File: src/design/rxq_pkg.sv
// Shared constants and types for the receive quality and timeout block
package rxq_pkg;
    // Register word indexes on the plain register port
    localparam logic [3:0] REG_CTRL = 4'h0;
    localparam logic [3:0] REG_THRESH = 4'h1;
    localparam logic [3:0] REG_TIMEOUT = 4'h2;
    localparam logic [3:0] REG_STATUS = 4'h3;
    localparam logic [3:0] REG_STRENGTH = 4'h4;
    localparam logic [3:0] REG_QUALITY = 4'h5;
    // Receive data modes
    localparam logic [1:0] MODE_PACKET = 2'h0;
    localparam logic [1:0] MODE_FIFO = 2'h1;
    localparam logic [1:0] MODE_GPIO = 2'h2;
    // Strength coding and detector figures
    localparam int STRENGTH_OFFSET_DBM = -146;
    localparam logic [7:0] CS_HYST_DB = 8'h03;
    localparam logic [7:0] CS_STEP_DB = 8'h06;
    localparam logic [7:0] PQI_UP = 8'h01;
    localparam logic [7:0] PQI_DOWN = 8'h04;
    localparam logic [7:0] PQI_MAX = 8'hff;
    // Reset values
    localparam logic [5:0] SYNC_WORD_LENGTH_RST = 6'h20;
    localparam logic [15:0] TIMEOUT_RST = 16'hffff;
    // Serial stream counts in link clocks
    localparam logic [4:0] SPI_STATUS_BITS = 5'h10;
    localparam logic [4:0] SPI_WORD_LAST = 5'h17;
    // Low phase of the direct data clock
    localparam int GPIO_LOW_NS = 40;
    localparam int CLK_NS = 10;
    localparam logic [3:0] GPIO_LOW_CYC =
        4'((GPIO_LOW_NS + CLK_NS - 1) / CLK_NS);
    // Software control word
    typedef struct packed {
        logic sync_check_on;
        logic [1:0] cs_mode;
        logic blank_en;
        logic [1:0] rx_mode;
        logic pqi_mask;
        logic sync_mask;
        logic cs_mask;
        logic combine_sel;
    } rxq_ctrl_t;
    localparam rxq_ctrl_t CTRL_RST = 10'h204;
    // Thresholds word
    typedef struct packed {
        logic [5:0] sync_word_length;
        logic [2:0] sqi_limit;
        logic [3:0] pqi_limit;
        logic [7:0] strength_th;
    } rxq_thresh_t;
    // Timer states, one hot
    typedef enum logic [3:0] {
        T_IDLE = 4'b0001,
        T_RUN = 4'b0010,
        T_HALT = 4'b0100,
        T_DONE = 4'b1000
    } rxq_tstate_t;
endpackage

File: src/design/rxq_top.sv
// Receive timeout stop logic, data modes and quality indicators
// Notes on behaviour
// - Three indicators may stop the timeout
// - Timeout expiry aborts and discards reception
// - AND select, no masks: never expires
// - OR select, no masks: always expires
// - Single mask: that indicator stops timer
// - AND select: all enabled indicators needed
// - OR select: any enabled indicator suffices
// - FIFO mode writes raw bytes continuously
// - GPIO mode: data changes on falling clock
// - Strength byte, dBm is code minus 146
// - Capture on sync, abort, expiry
// - Stream strength every 8 link clocks
// - Static sense with 3 dB hysteresis
// - Dynamic sense on 6/12/18 dB steps
// - Carrier sense starts downstream algorithms
// - Preamble count +1 inversion, -4 repetition
// - Preamble valid above four times limit
// - Sync valid at length minus twice limit
// - Sync readout: peak plus secondary flag
// - Blanking drops data below threshold
//
// The plain strobed port and the register addresses were left to the implementer.
`timescale 1ns/1ps
module rxq_top
(
    // Clock and reset
    input wire logic clk_in,
    input wire logic rst_in,
    // Register port
    input wire logic [3:0] reg_addr_in,
    input wire logic [31:0] reg_wdata_in,
    input wire logic reg_wr_in,
    input wire logic reg_rd_in,
    output logic [31:0] reg_rdata_out,
    // Receiver state and commands
    input wire logic rx_active_in,
    input wire logic abort_command_in,
    // Demodulator side
    input wire logic [7:0] strength_in,
    input wire logic bit_valid_in,
    input wire logic bit_in,
    input wire logic sync_corr_valid_in,
    input wire logic [5:0] sync_corr_in,
    input wire logic sync_secondary_in,
    // Serial link pins
    input wire logic spi_sclk_in,
    input wire logic spi_csn_in,
    output logic spi_miso_out,
    output logic spi_miso_oe_out,
    // Direct data outputs
    output logic fifo_wr_out,
    output logic [7:0] fifo_data_out,
    output logic gpio_data_out,
    output logic gpio_clk_out,
    // Indicators and timer events
    output logic carrier_sense_out,
    output logic preamble_valid_out,
    output logic sync_valid_out,
    output logic rx_abort_out
);
    ////////////////////////////////////////////////////////////////////
    // Helpers
    // Saturating difference of two strengths
    function automatic logic [7:0] sat_sub(input logic [7:0] a,
                                           input logic [7:0] b);
        sat_sub = (a > b) ? 8'(a - b) : 8'h00;
    endfunction

    ////////////////////////////////////////////////////////////////////
    // Registers and decode
    rxq_pkg::rxq_ctrl_t ctrl_r; // Control word
    rxq_pkg::rxq_thresh_t thr_r; // Thresholds
    logic [15:0] tmo_load_r; // Timeout length in cycles
    logic [7:0] cap_r; // Strength at capture
    logic [7:0] pqi_r; // Preamble quality count
    logic [7:0] pqi_peak_r; // Running peak of it
    logic [5:0] sqi_peak_r; // Peak sync correlation
    logic sqi_sec_r; // Peak came from secondary word
    logic cs_r; // Carrier sense
    logic rx_prev_r; // Receive state last cycle
    rxq_pkg::rxq_tstate_t ts_r; // Timer state
    logic [15:0] tcnt_r; // Timer count
    wire wr_ctrl = reg_wr_in && reg_addr_in == rxq_pkg::REG_CTRL;
    wire wr_thr = reg_wr_in && reg_addr_in == rxq_pkg::REG_THRESH;
    wire wr_tmo = reg_wr_in && reg_addr_in == rxq_pkg::REG_TIMEOUT;
    wire rx_start = rx_active_in && !rx_prev_r;
    // Read mux, unmapped words read zero
    logic [31:0] rd_mux;
    always_comb
    begin
        unique case (reg_addr_in)
            rxq_pkg::REG_CTRL: rd_mux = 32'(ctrl_r);
            rxq_pkg::REG_THRESH: rd_mux = 32'(thr_r);
            rxq_pkg::REG_TIMEOUT: rd_mux = 32'(tmo_load_r);
            rxq_pkg::REG_STATUS:
                rd_mux = 32'({ts_r, sync_valid_out, preamble_valid_out,
                              cs_r});
            rxq_pkg::REG_STRENGTH: rd_mux = 32'({cap_r, strength_in});
            rxq_pkg::REG_QUALITY:
                rd_mux = 32'({sqi_sec_r, sqi_peak_r, pqi_peak_r});
            default: rd_mux = 32'h0000_0000;
        endcase
    end
    // Config writes; read data only in the cycle after the strobe
    always_ff @(posedge clk_in)
    begin
        if (rst_in)
        begin
            ctrl_r <= rxq_pkg::CTRL_RST;
            thr_r <= '{sync_word_length: rxq_pkg::SYNC_WORD_LENGTH_RST, default: '0};
            tmo_load_r <= rxq_pkg::TIMEOUT_RST;
            reg_rdata_out <= 32'h0000_0000;
        end
        else
        begin
            if (wr_ctrl)
                ctrl_r <= rxq_pkg::rxq_ctrl_t'(reg_wdata_in[9:0]);
            if (wr_thr)
                thr_r <= rxq_pkg::rxq_thresh_t'(reg_wdata_in[20:0]);
            if (wr_tmo)
                tmo_load_r <= reg_wdata_in[15:0];
            reg_rdata_out <= reg_rd_in ? rd_mux : 32'h0000_0000;
        end
    end

    ////////////////////////////////////////////////////////////////////
    // Carrier sense, static and dynamic
    logic [7:0] lo_r; // Lowest strength while sense off
    logic [7:0] hi_r; // Highest strength while sense on
    wire [7:0] th = thr_r.strength_th;
    // Step is 6, 12 or 18 dB by mode
    wire [7:0] step = 8'(rxq_pkg::CS_STEP_DB * ctrl_r.cs_mode);
    wire above = strength_in > th;
    wire st_on = above;
    wire st_off = strength_in < sat_sub(th, rxq_pkg::CS_HYST_DB);
    wire dy_on = above && sat_sub(strength_in, lo_r) >= step;
    wire dy_off = sat_sub(hi_r, strength_in) >= step;
    wire static_m = ctrl_r.cs_mode == 2'h0;
    wire cs_set = static_m ? st_on : dy_on;
    wire cs_clr = static_m ? st_off : dy_off;
    // Sense flag; setting restarts the highest, clearing restarts the lowest
    always_ff @(posedge clk_in)
    begin
        if (rst_in)
        begin
            cs_r <= 1'b0;
            lo_r <= 8'hff;
            hi_r <= 8'h00;
        end
        else if (!cs_r && cs_set)
        begin
            cs_r <= 1'b1;
            hi_r <= strength_in;
        end
        else if (cs_r && cs_clr)
        begin
            cs_r <= 1'b0;
            lo_r <= strength_in;
        end
        else
        begin
            lo_r <= (strength_in < lo_r) ? strength_in : lo_r;
            hi_r <= (strength_in > hi_r) ? strength_in : hi_r;
        end
    end
    // Exported to the demodulator and the CSMA engine
    assign carrier_sense_out = cs_r;

    ////////////////////////////////////////////////////////////////////
    // Preamble and sync quality
    logic prev_bit_r; // Last accepted bit
    logic have_prev_r; // A previous bit exists
    wire inv = bit_valid_in && have_prev_r && bit_in != prev_bit_r;
    wire rep = bit_valid_in && have_prev_r && bit_in == prev_bit_r;
    wire [7:0] pqi_up = (pqi_r == rxq_pkg::PQI_MAX) ? pqi_r :
                        8'(pqi_r + rxq_pkg::PQI_UP);
    wire [7:0] pqi_nxt = inv ? pqi_up :
                         rep ? sat_sub(pqi_r, rxq_pkg::PQI_DOWN) : pqi_r;
    wire [7:0] preamble_quality_limit = 8'({thr_r.pqi_limit, 2'b00});
    wire [6:0] sqi_need = 7'(thr_r.sync_word_length) - 7'({thr_r.sqi_limit, 1'b0});
    wire pqi_ok = pqi_peak_r > preamble_quality_limit;
    wire sqi_ok = ctrl_r.sync_check_on && !sqi_need[6] &&
                  sqi_peak_r >= sqi_need[5:0];
    // Counters restart on each entry to receive
    always_ff @(posedge clk_in)
    begin
        if (rst_in || rx_start)
        begin
            pqi_r <= 8'h00;
            pqi_peak_r <= 8'h00;
            sqi_peak_r <= 6'h00;
            sqi_sec_r <= 1'b0;
            prev_bit_r <= 1'b0;
            have_prev_r <= 1'b0;
        end
        else
        begin
            pqi_r <= pqi_nxt;
            if (pqi_nxt > pqi_peak_r)
                pqi_peak_r <= pqi_nxt;
            if (bit_valid_in)
            begin
                prev_bit_r <= bit_in;
                have_prev_r <= 1'b1;
            end
            // Peak correlation and which word gave it
            if (sync_corr_valid_in && sync_corr_in > sqi_peak_r)
            begin
                sqi_peak_r <= sync_corr_in;
                sqi_sec_r <= sync_secondary_in;
            end
        end
    end
    // Valid flags as levels
    always_ff @(posedge clk_in)
    begin
        if (rst_in)
        begin
            preamble_valid_out <= 1'b0;
            sync_valid_out <= 1'b0;
        end
        else
        begin
            preamble_valid_out <= pqi_ok && !rx_start;
            sync_valid_out <= sqi_ok && !rx_start;
        end
    end

    ////////////////////////////////////////////////////////////////////
    // Receive timeout with stop condition
    wire [2:0] masks = {ctrl_r.pqi_mask, ctrl_r.sync_mask, ctrl_r.cs_mask};
    wire [2:0] inds = {pqi_ok, sqi_ok, cs_r};
    wire [2:0] hits = masks & inds;
    // No mask: AND never expires, OR cannot stop
    wire stop_cond = (|masks) ? (ctrl_r.combine_sel ? |hits
                                 : hits == masks)
                     : !ctrl_r.combine_sel;
    // Leaving receive wins over expiry, so no stray abort pulse
    wire expire = ts_r == rxq_pkg::T_RUN && rx_active_in && !stop_cond &&
                  tcnt_r == 16'h0000;
    // Timer state machine, checked every cycle of receive
    always_ff @(posedge clk_in)
    begin
        if (rst_in)
        begin
            ts_r <= rxq_pkg::T_IDLE;
            tcnt_r <= 16'h0000;
            rx_abort_out <= 1'b0;
            rx_prev_r <= 1'b0;
        end
        else
        begin
            rx_prev_r <= rx_active_in; // Entry edge finder
            rx_abort_out <= expire;
            unique case (ts_r)
                rxq_pkg::T_IDLE:
                    if (rx_start)
                    begin
                        ts_r <= rxq_pkg::T_RUN;
                        tcnt_r <= tmo_load_r;
                    end
                rxq_pkg::T_RUN:
                    if (!rx_active_in)
                        ts_r <= rxq_pkg::T_IDLE;
                    else if (stop_cond)
                        ts_r <= rxq_pkg::T_HALT;
                    else if (expire)
                        ts_r <= rxq_pkg::T_DONE;
                    else
                        tcnt_r <= tcnt_r - 16'h0001;
                rxq_pkg::T_HALT, rxq_pkg::T_DONE:
                    if (!rx_active_in)
                        ts_r <= rxq_pkg::T_IDLE;
                default:
                    ts_r <= rxq_pkg::T_IDLE;
            endcase
        end
    end
    // Capture on sync, abort command or expiry
    logic sync_prev_r;
    always_ff @(posedge clk_in)
    begin
        if (rst_in)
        begin
            cap_r <= 8'h00;
            sync_prev_r <= 1'b0;
        end
        else
        begin
            sync_prev_r <= sqi_ok;
            if ((sqi_ok && !sync_prev_r) || expire ||
                (abort_command_in && rx_active_in))
                cap_r <= strength_in;
        end
    end

    ////////////////////////////////////////////////////////////////////
    // Direct receive modes with blanking
    wire blanked = ctrl_r.blank_en && strength_in < th;
    wire take = bit_valid_in && rx_active_in && !blanked &&
                ts_r != rxq_pkg::T_DONE;
    logic [7:0] byte_r; // Byte under assembly
    logic [2:0] nbit_r; // Bits in it
    logic [3:0] glow_r; // Low phase countdown
    // FIFO mode: raw bytes, no packet processing
    always_ff @(posedge clk_in)
    begin
        if (rst_in || rx_start)
        begin
            byte_r <= 8'h00;
            nbit_r <= 3'h0;
            fifo_wr_out <= 1'b0;
            fifo_data_out <= 8'h00;
        end
        else
        begin
            fifo_wr_out <= 1'b0;
            if (take && ctrl_r.rx_mode == rxq_pkg::MODE_FIFO)
            begin
                byte_r <= {byte_r[6:0], bit_in};
                nbit_r <= nbit_r + 3'h1;
                if (nbit_r == 3'h7)
                begin
                    fifo_wr_out <= 1'b1;
                    fifo_data_out <= {byte_r[6:0], bit_in};
                end
            end
        end
    end
    // GPIO mode: data changes with falling clock, rises later
    always_ff @(posedge clk_in)
    begin
        if (rst_in)
        begin
            gpio_data_out <= 1'b0;
            gpio_clk_out <= 1'b1;
            glow_r <= 4'h0;
        end
        else if (take && ctrl_r.rx_mode == rxq_pkg::MODE_GPIO)
        begin
            gpio_data_out <= bit_in;
            gpio_clk_out <= 1'b0;
            glow_r <= rxq_pkg::GPIO_LOW_CYC;
        end
        else if (glow_r != 4'h0)
            glow_r <= glow_r - 4'h1;
        else
            gpio_clk_out <= 1'b1;
    end

    ////////////////////////////////////////////////////////////////////
    // Serial streaming of running strength
    logic [1:0] sclk_s_r; // Link clock synchroniser
    logic [1:0] csn_s_r; // Select synchroniser
    logic sclk_d_r; // Previous synced clock
    logic [4:0] scnt_r; // Rising edges since select
    logic [7:0] shf_r; // Strength being shifted
    wire rise = sclk_s_r[1] && !sclk_d_r;
    wire fall = !sclk_s_r[1] && sclk_d_r;
    wire stream = scnt_r >= rxq_pkg::SPI_STATUS_BITS;
    wire reload = scnt_r == rxq_pkg::SPI_STATUS_BITS - 5'h01 ||
                  scnt_r == rxq_pkg::SPI_WORD_LAST;
    // Edge finder and word counter, same address every word
    always_ff @(posedge clk_in)
    begin
        if (rst_in)
        begin
            sclk_s_r <= 2'b00;
            csn_s_r <= 2'b11;
            sclk_d_r <= 1'b0;
            scnt_r <= 5'h00;
            shf_r <= 8'h00;
            spi_miso_out <= 1'b0;
            spi_miso_oe_out <= 1'b0;
        end
        else
        begin
            sclk_s_r <= {sclk_s_r[0], spi_sclk_in};
            csn_s_r <= {csn_s_r[0], spi_csn_in};
            sclk_d_r <= sclk_s_r[1];
            if (csn_s_r[1])
            begin
                scnt_r <= 5'h00;
                spi_miso_oe_out <= 1'b0;
            end
            else if (rise && reload)
            begin
                shf_r <= strength_in;
                scnt_r <= rxq_pkg::SPI_STATUS_BITS;
            end
            else if (rise)
            begin
                scnt_r <= scnt_r + 5'h01;
                if (stream)
                    shf_r <= {shf_r[6:0], 1'b0};
            end
            else if (fall && stream)
            begin
                spi_miso_out <= shf_r[7];
                spi_miso_oe_out <= 1'b1;
            end
        end
    end
endmodule

File: config.mk
export PLATFORM = sky130hd
export DESIGN_NAME = rxq_top
export DESIGN_NICKNAME = d
export VERILOG_FILES = /design/src/design/rxq_pkg.sv /design/src/design/rxq_top.sv
export SDC_FILE = /design/constraint.sdc
export NUM_CORES = 1
export LEC_CHECK = 0
export BUFFER_PORTS_ARGS = -buffer_cell sky130_fd_sc_hd__clkbuf_2
export CAP_MARGIN = 20
export CORE_ASPECT_RATIO = 0.75
export CORE_MARGIN = 2
export CORE_UTILIZATION = 40
export DETAILED_ROUTE_END_ITERATION = 10
export PLACE_DENSITY = 0.55
export SYNTH_ARGS = -nofsm -noshare
export SYNTH_HDL_FRONTEND = slang
export SYNTH_SLANG_ARGS = --single-unit
File: constraint.sdc
create_clock -name clk_in -period 4.59 [get_ports clk_in]
set_input_delay 0.918 -clock clk_in [delete_from_list [all_inputs] [get_ports clk_in]]
set_output_delay 0.918 -clock clk_in [all_outputs]
set_load 0.02 [all_outputs]
==> results.json, run 1 <==
{
  "synth_edf_count": 0,
  "syn-cell-area_mm2": 0.0103,
  "finalPower_mw": 4.46,
  "vias": 9102,
  "rrSetupSlack_ns": 0.63,
  "antenna_found_initial": 0,
  "power.density_mw_per_mm2": 380,
  "synth_area_leaders": "dfxtp_1, ha_1, nand2_1",
  "numCtsBuffers": 17,
  "synth_top_cell_area_share_pct": 36.7,
  "critPathCaptureType": "register",
  "p_leak_nw": 5.05,
  "dpl.hpwl_mm": 21.6,
  "root_buffer": "clkbuf_16",
  "post-route-period-util_pct": 92.4,
  "tightest_slew_ns": 0.989,
  "routed_wl_mm": 29.1,
  "max-vdd-ir-drop_mv": 0.274,
  "die_area_mm2": 0.0270,
  "maxCapViolCount": 0,
  "grt_util_all_layers_pct": 21.9,
  "post_cts_buffers": 0,
  "routabilityCongestion": 0.850,
  "yosysMostFrequentCell": "dfxtp_1",
  "final_area_mm2": 0.0117,
  "placed_area_mm2": 0.0112,
  "n_antenna_cell": 0,
  "path_class": "input pin to register",
  "vias_per_cell": 5.39,
  "synth_common_cells": "dfxtp_1, nand2_1, nor2_1",
  "layout-drive-gt1-share_pct": 13.4,
  "io_pins": 111,
  "yosysSeqAreaShare_pct": 36.7,
  "rows": 50,
  "drc_errors": 0,
  "syn_inst": 1251,
  "grt_pass1_wl_mm": 46.0,
  "ys_warn_count": 0,
  "io_buffers": 88,
  "yosysTopAreaCell": "dfxtp_1",
  "final_nets": 1482,
  "dieWidth_um": 189,
  "syn_to_final_growth_pct": 14.2,
  "min_period_ns": 4.24,
  "start_util_pct": 40.9,
  "skew_ns": 0.0126,
  "grt_start_max_net_pins": 55,
  "relSlewSlack_pct": 34.1,
  "ys_seq_elements": 188,
  "gr-total-overflow": 0,
  "clk_latency_ns": 0.45,
  "avgSynthCellArea_um2": 8.21,
  "first_global_vias": 8425,
  "cts_resized": 0,
  "first_pass_iters": 5,
  "fp.coreArea_mm2": 0.0251,
  "hold_violations": 0,
  "ys.flop_type": "dfxtp_1",
  "htree_levels": 4,
  "avgRoutedWirePerCell_um": 17.2,
  "worstPathRequired_ns": 4.90,
  "worstPathMaxFanout": 8,
  "hold_buffers": 0,
  "async_flop_share_pct": 0,
  "drt_iter0_drc": 693,
  "ctsLongestPathBuffers": 2,
  "worstPathArrival_ns": 4.55,
  "path_clk_slew_ns": 0.08,
  "fp.dieH_um": 143,
  "min_path_type": "register to register",
  "ant_nets": 0,
  "slew_viol_final": 0,
  "finalSetupViolCount": 0,
  "ys_types": 73,
  "status": "finished clean",
  "worstSetupStartpointType": "input pin",
  "clock-sinks": 188,
  "max_freq_mhz": 236,
  "tritoncts": "yes",
  "rsz0062_at_grt": "no"
}
-- through the flow --
| step | TNS (ns) | hold slack, ns | setup slack [ns] | std cells | utilization [%] |
|---|---|---|---|---|---|
| global route | 0 | 0.429 | 0.0987 | 1688 | 46.7 |
| floorplan | 0 | 0.389 | 0.286 | 1261 | - |
| global placement | 0 | 0.399 | 0.00916 | 1656 | 44.4 |
| detailed placement | -0.681 | 0.394 | -0.0920 | 1656 | 44.4 |
| CTS | 0 | 0.418 | 0.361 | 1688 | 46.7 |
| finish | 0 | 0.418 | 0.351 | 1688 | 46.7 |
-- cells in the final DEF, fill, tap and decap left out, drive strengths merged, types with 9 or more instances in the layout --
master,instances
a31oi,21
nor3,25
o21ai,42
o211ai,16
inv,80
conb,11
mux2i,54
nand4,14
nand3,37
nor2b,14
nor2,123
and2,22
clkbuf,104
nor4,10
a211oi,13
a21o,12
or3,9
nand2,180
dfxtp,188
nand2b,13
a21oi,83
o31ai,9
a22oi,28
buf,33
ha,80
xnor2,14
-- critical path: stages --
cell and delay (ns):
clkbuf_2 0.09, inv_1 0.07, ha_1 0.16, inv_1 0.05
fa_1 0.40, a211oi_1 0.30, nor3_1 0.14, o22ai_1 0.26
inv_1 0.09, and3_1 0.16, ha_1 0.29, nand2_1 0.05
nand3b_1 0.10, nor4_1 0.06, a211oi_1 0.30, a22oi_1 0.17
a32oi_2 0.61, mux2i_1 0.26, nor2_1 0.06
-- where the power goes --
part	total, mW	internal, mW	leakage [nW]	switching (mW)
logic	1.13	0.481	3.23	0.652
registers	1.85	1.74	1.53	0.107
clock network	1.48	0.725	0.286	0.751
-- kinds of logic (layout without fill, tap and decap cells) --
logic type	after synthesis	in the layout	synth area share, %
fa+ha+maj	83	83	10.3
compound gates	275	275	17.7
mux	57	57	5.59
other cells	1	11	0.0365
xor+xnor	22	22	1.88
flops	188	188	36.7
buf+inv	136	225	5.40
simple gates	489	489	22.4
-- area by class of cell --
| type | instances | area [um2] |
|---|---|---|
| fill | 2497 | 13400 |
| multi-input combinational | 937 | 6010 |
| sequential | 188 | 3760 |
| timing repair buffer | 120 | 681 |
| clock buffer | 17 | 425 |
| tap | 338 | 423 |
| inverter | 73 | 274 |
| clock inverter | 15 | 149 |
-- path summary, 6_finish.rpt --
| kind | from | endpoint | cells after the start |
|---|---|---|---|
| min reg2reg | csn_s_r[0] | csn_s_r[1] | 1 |
| min | csn_s_r[0] | csn_s_r[1] | 1 |
| max | strength_in[0] | hi_r[3] | 19 |
| max reg2reg | lo_r[0] | hi_r[3] | 17 |
-- sequential cells by signal, summed over array words and instances, names as in the netlist, 2 cells and up --
signal                  count
pqi_r                       8
csn_s_r                     2
pqi_peak_r                  8
scnt_r                      5
fifo_data_out               8
shf_r                       8
glow_r                      4
reg_rdata_out              21
sclk_s_r                    2
preamble_quality_limit      4
lo_r                        8
thr_r                       9
sqi_peak_r                  6
tcnt_r                     16
ctrl_r                     10
cap_r                       8
nbit_r                      3
byte_r                      7
th                          8
ts_r                        4
hi_r                        8
tmo_load_r                 16
-- routing by layer --
layer  part of all wire [%]  vias to the layer above  track usage [%]
li1                       -                     4575                -
met4                   0.91                        0             4.56
met5                      0                        -                0
met3                    5.7                       20             4.50
met2                     42                      253             32.9
met1                     51                     4254             32.1
Power figures use the tool's default switching activity.
==> run 2, diff against run 1 <==
--- a/config.mk
+++ b/config.mk
@@ -9,9 +9,9 @@
 export CAP_MARGIN = 20
 export CORE_ASPECT_RATIO = 0.75
 export CORE_MARGIN = 2
-export CORE_UTILIZATION = 40
+export CORE_UTILIZATION = 59
 export DETAILED_ROUTE_END_ITERATION = 10
-export PLACE_DENSITY = 0.55
+export PLACE_DENSITY = 0.77
 export SYNTH_ARGS = -nofsm -noshare
 export SYNTH_HDL_FRONTEND = slang
 export SYNTH_SLANG_ARGS = --single-unit
==> results.json, run 2 (same netlist as run 1, synthesis figures left out) <==
{
  "hold_violations": 0,
  "drt_iter0_drc": 979,
  "routed_wl_mm": 27.2,
  "maxCapViolCount": 0,
  "slew_viol_final": 0,
  "root_buffer": "clkbuf_16",
  "clk_latency_ns": 0.45,
  "start_util_pct": 60.7,
  "cp.buffers_inverters": 3,
  "ctsLongestPathBuffers": 2,
  "gr-total-overflow": 0,
  "routabilityCongestion": 0.893,
  "max_stage_delay_ns": 0.64,
  "finalSetupViolCount": 0,
  "first_pass_iters": 8,
  "skew_ns": 0.0165,
  "dp.cells": 1527,
  "n_antenna_cell": 0,
  "top_regs": "reg_rdata_out x21, tcnt_r x16, tmo_load_r x16",
  "largest_register": "reg_rdata_out",
  "regArea_mm2": 0.00376,
  "setup-tns-final_ns": 0,
  "critPathTopFamily": "compound AO/OA/AOI/OAI gates",
  "die_area_mm2": 0.0185,
  "grt_pass1_wl_mm": 44.3,
  "final_nets": 1476,
  "hold_depth": 1,
  "worstPathMaxFanout": 8,
  "post-route-period-util_pct": 91.7,
  "stdcell_count": 1559,
  "cp_num_cells": 18,
  "fp.coreArea_mm2": 0.0169,
  "pre_cts_ws_ns": 0.0668,
  "fp.dieH_um": 118,
  "numCtsBuffers": 17,
  "clock-sinks": 188,
  "relSlewSlack_pct": 26.0,
  "power.density_mw_per_mm2": 395,
  "rrSetupSlack_ns": 0.73,
  "slowest_stage": "a32oi_2",
  "reg2reg_to": "pqi_peak_r[0]",
  "rsz0062_at_grt": "no",
  "layout-drive-gt1-share_pct": 13.1,
  "path_clk_slew_ns": 0.07,
  "p_leak_nw": 5.05,
  "dpl.hpwl_mm": 19.8,
  "post_cts_buffers": 0,
  "critPathCaptureType": "register",
  "vias": 9382,
  "final_common_cell": "dfxtp_1",
  "rows": 41,
  "min_period_ns": 4.21,
  "io_buffers": 88,
  "holdCritStartpoint": "csn_s_r[0]",
  "tritoncts": "yes",
  "layout_setup_ws_ns": 0.382,
  "cp_cell_sequence": "clkbuf_2 -> buf_4 -> ha_1 -> inv_1 -> fa_1 -> and3_1 -> o21bai_1 -> nand2_1 -> o21ai_0 -> nor2_1 -> ha_1 -> nor2b_1 -> o21ai_0 -> a311o_1 -> o211ai_1 -> a32oi_2 -> mux2i_1 -> nor2_1",
  "tightest_slew_ns": 1.11,
  "ff2ff_path_depth": 13,
  "worstPathArrival_ns": 4.52,
  "fillers": 1356,
  "grt_util_all_layers_pct": 30.0,
  "avgRoutedWirePerCell_um": 17.4,
  "hold_end": "csn_s_r[1]",
  "syn_to_final_growth_pct": 13.0,
  "status": "finished clean",
  "hold_buffers": 0,
  "largest_reg_flops": 21,
  "grt_start_max_net_pins": 53,
  "antenna_found_initial": 0,
  "max-vdd-ir-drop_mv": 0.279,
  "ant_nets": 0,
  "min_path_type": "register to register",
  "worstSetupStartpointType": "input pin",
  "layout_common_cells": "dfxtp_1, nand2_1, nor2_1, clkbuf_2, a21oi_1",
  "htree_levels": 4,
  "first_global_vias": 8621,
  "worstPathRequired_ns": 4.90,
  "vias_per_cell": 6.02,
  "dieWidth_um": 156,
  "cts_resized": 0,
  "r2r-start": "pqi_r[4]",
  "max_freq_mhz": 238,
  "path_class": "input pin to register",
  "multiInputGateArea_mm2": 0.00602,
  "io_pins": 111,
  "drc_errors": 0
}
-- run 2: worst max-delay path by stage --
| stage | to | slack (ns) | start |
|---|---|---|---|
| final | hi_r[2] | 0.38 | strength_in[0] |
| after global routing | hi_r[5] | 0.08 | strength_in[0] |
| after detailed placement | hi_r[5] | 0.07 | strength_in[0] |
| after floorplan | lo_r[5] | 0.29 | strength_in[0] |
| after global placement | hi_r[5] | 0.1 | strength_in[0] |
| after CTS | hi_r[2] | 0.44 | strength_in[0] |
-- run 2: final cells by class --
type / instances / share of cell area, %
multi-input cells: 937 / 51.9
clock inverters: 14 / 1.74
well taps: 215 / 2.32
repair buffers: 114 / 5.48
clock buffers: 18 / 3.79
inverters: 73 / 2.36
flip-flops and latches: 188 / 32.4
-- run 2: stage by stage --
step | hold WS (ns) | power (mW) | util, % | area [um2]
4_1_cts | 0.419 | 4.58 | 68.5 | 11600
6_report | 0.419 | 4.58 | 68.5 | 11600
5_1_grt | 0.449 | 4.82 | 68.5 | 11600
2_1_floorplan | 0.389 | 2.71 | - | 10300
3_3_place_gp | 0.399 | 2.96 | 64.7 | 11000
3_5_place_dp | 0.398 | 2.99 | 64.7 | 11000
-- run 2: routing by layer --
metal  GRT usage, %  part of all wire [%]
met1           42.8                    45
met2           45.6                    44
met3           5.06                   7.8
met4           11.1                   2.3
met5              0                     0
-- run 2: power breakdown --
part           internal (mW)  switching (mW)  total (mW)
clock network          0.896           0.705        1.60
registers               1.74           0.109        1.85
logic                  0.475           0.650        1.13
==> run 3, diff against run 2 <==
--- a/config.mk
+++ b/config.mk
@@ -9,9 +9,9 @@
 export CAP_MARGIN = 20
 export CORE_ASPECT_RATIO = 0.75
 export CORE_MARGIN = 2
-export CORE_UTILIZATION = 59
+export CORE_UTILIZATION = 64
 export DETAILED_ROUTE_END_ITERATION = 10
-export PLACE_DENSITY = 0.77
+export PLACE_DENSITY = 0.83
 export SYNTH_ARGS = -nofsm -noshare
 export SYNTH_HDL_FRONTEND = slang
 export SYNTH_SLANG_ARGS = --single-unit
==> constraint.sdc (replaced) <==
create_clock -name clk_in -period 5.35 [get_ports clk_in]
set_input_delay 1.07 -clock clk_in [delete_from_list [all_inputs] [get_ports clk_in]]
set_output_delay 1.07 -clock clk_in [all_outputs]
set_load 0.02 [all_outputs]
==> results.json, run 3 (same netlist as run 1, synthesis figures left out) <==
{
  "routabilityCongestion": 0.914,
  "largest_register": "reg_rdata_out",
  "grt_pass1_wl_mm": 43.8,
  "maxCapViolCount": 0,
  "finalSetupViolCount": 0,
  "post-route-period-util_pct": 84.9,
  "min_period_ns": 4.54,
  "vias": 9516,
  "p_sw_share_pct": 33.2,
  "ant_nets": 0,
  "clock-sinks": 188,
  "p_leak_nw": 4.93,
  "rows": 40,
  "dieWidth_um": 150,
  "antenna_found_initial": 0,
  "cts_resized": 0,
  "slew_viol_final": 0,
  "grt_start_max_net_pins": 61,
  "power.density_mw_per_mm2": 330,
  "setup-tns-final_ns": 0,
  "vias_per_cell": 6.17,
  "p_comb_share_pct": 25.5,
  "hold_ws_ns": 0.414,
  "rrSetupSlack_ns": 1.30,
  "rsz0062_at_grt": "no",
  "holdCritStartpoint": "csn_s_r[0]",
  "gr-total-overflow": 0,
  "post_cts_buffers": 0,
  "syn_to_final_growth_pct": 11.1,
  "p_clk_share_pct": 32.3,
  "fp.dieH_um": 114,
  "worstPathMaxFanout": 8,
  "largest_reg_flops": 21,
  "layout_setup_ws_ns": 0.806,
  "intPower_mw": 2.51,
  "grt_util_all_layers_pct": 32.3,
  "switchingPower_mw": 1.25,
  "path_clk_slew_ns": 0.07,
  "first_pass_iters": 9,
  "relSlewSlack_pct": 22.5,
  "skew_ns": 0.00590,
  "htree_levels": 4,
  "io_buffers": 88,
  "top_regs": "reg_rdata_out x21, tcnt_r x16, tmo_load_r x16",
  "path_class": "input pin to register",
  "drt_iter0_drc": 844,
  "cp_cell_sequence": "clkbuf_2 -> inv_1 -> ha_1 -> inv_1 -> fa_1 -> a211oi_1 -> nor3_1 -> o22ai_1 -> inv_1 -> and3_1 -> ha_1 -> nand2_1 -> nand3b_1 -> nor4_1 -> a211oi_1 -> a22oi_1 -> a32oi_2 -> buf_4 -> mux2i_1 -> nor2_1",
  "tightest_slew_ns": 1.16,
  "fp.coreArea_mm2": 0.0159,
  "drc_errors": 0,
  "max_stage_delay_ns": 0.43,
  "n_antenna_cell": 0,
  "start_util_pct": 64.7,
  "worstPathRequired_ns": 5.65,
  "placed_area_mm2": 0.0108,
  "hold_depth": 1,
  "critPathCaptureType": "register",
  "final_area_mm2": 0.0114,
  "worstPathArrival_ns": 4.84,
  "pre_cts_ws_ns": 0.516,
  "hold_violations": 0,
  "r2r-start": "lo_r[0]",
  "numCtsBuffers": 17,
  "layout-drive-gt1-share_pct": 12.1,
  "routed_wl_mm": 27.3,
  "ctsLongestPathBuffers": 2,
  "dpl.hpwl_mm": 19.4,
  "status": "finished clean",
  "finalPower_mw": 3.76,
  "io_pins": 111,
  "ff2ff_path_depth": 18,
  "slowest_stage": "a211oi_1",
  "final_nets": 1464,
  "worstSetupStartpointType": "input pin",
  "layout_common_cells": "dfxtp_1, nand2_1, nor2_1, clkbuf_2, a21oi_1",
  "min_path_type": "register to register",
  "reg2reg_to": "hi_r[6]",
  "die_area_mm2": 0.0171,
  "hold_end": "csn_s_r[1]",
  "hold_buffers": 0,
  "clk_latency_ns": 0.44,
  "final_common_cell": "dfxtp_1",
  "seqPwrFrac_pct": 42.3,
  "first_global_vias": 8787,
  "cpMostUsedCell": "inv_1",
  "tritoncts": "yes",
  "max_freq_mhz": 220,
  "root_buffer": "clkbuf_16",
  "max-vdd-ir-drop_mv": 0.200,
  "avgRoutedWirePerCell_um": 17.7
}
-- run 3: cell count changes in the layout (fill, tap and decap cells not counted) --
cell | before | now
clkinv_4 | 4 | 1
clkinvlp_4 | 0 | 4
nor4_2 | 2 | 1
clkinv_8 | 1 | 0
inv_6 | 3 | 5
buf_4 | 26 | 13
inv_8 | 3 | 2
nor4_1 | 8 | 9
bufinv_16 | 3 | 0
buf_2 | 1 | 2
clkbuf_1 | 0 | 2
-- run 3: per-layer routing --
metal | routed length, um | vias up | global-route usage [%]
li1 | - | 4549 | -
met1 | 12000 | 4424 | 44.9
met2 | 12100 | 481 | 49.6
met3 | 2650 | 62 | 7.04
met4 | 618 | 0 | 11.6
met5 | 0 | - | 0
-- run 3: area by class of cell --
type / count / area [um2]
clock buffer: 20 / 447
inverter: 73 / 274
sequential: 188 / 3760
clock inverter: 12 / 105
tap: 210 / 263
fill: 1197 / 4460
timing repair buffer: 102 / 543
multi-input combinational: 937 / 6010
-- run 3: power by group through the flow --
stage          sequential (mW)  combinational (mW)  clock [mW]
3_5_place_dp              1.62               0.930           0
6_report                  1.59               0.958        1.21
2_1_floorplan             1.59               0.730           0
4_1_cts                   1.58               0.941        1.21
3_3_place_gp              1.61               0.898           0
5_1_grt                   1.60                1.06        1.28
-- run 3: critical path, delay by kind of cell --
family                     cells  cell delay (ns)
muxes                          1             0.17
adders and majority gates      3             0.89
AOI/OAI and AO/OA              5             1.30
buffers and inverters          5             0.55
and+or+nand+nor                6             0.82
-- run 3: worst max path at each step --
stage                               from      end  slack (ns)  depth (start not counted)
after floorplan           strength_in[0]  lo_r[5]        0.89                         19
after global placement    strength_in[0]  lo_r[7]        0.64                         20
after detailed placement  strength_in[0]  hi_r[6]        0.52                         20
after CTS                 strength_in[0]  hi_r[6]        0.94                         20
after global routing      strength_in[0]  lo_r[4]        0.51                         20
final                     strength_in[0]  hi_r[6]        0.81                         20
-- run 3: per-stage QoR --
stage / utilization [%] / instances
2_1_floorplan: - / 1261
3_3_place_gp: 68.4 / 1509
3_5_place_dp: 68.4 / 1509
4_1_cts: 71.9 / 1541
5_1_grt: 71.9 / 1542
6_report: 71.9 / 1542
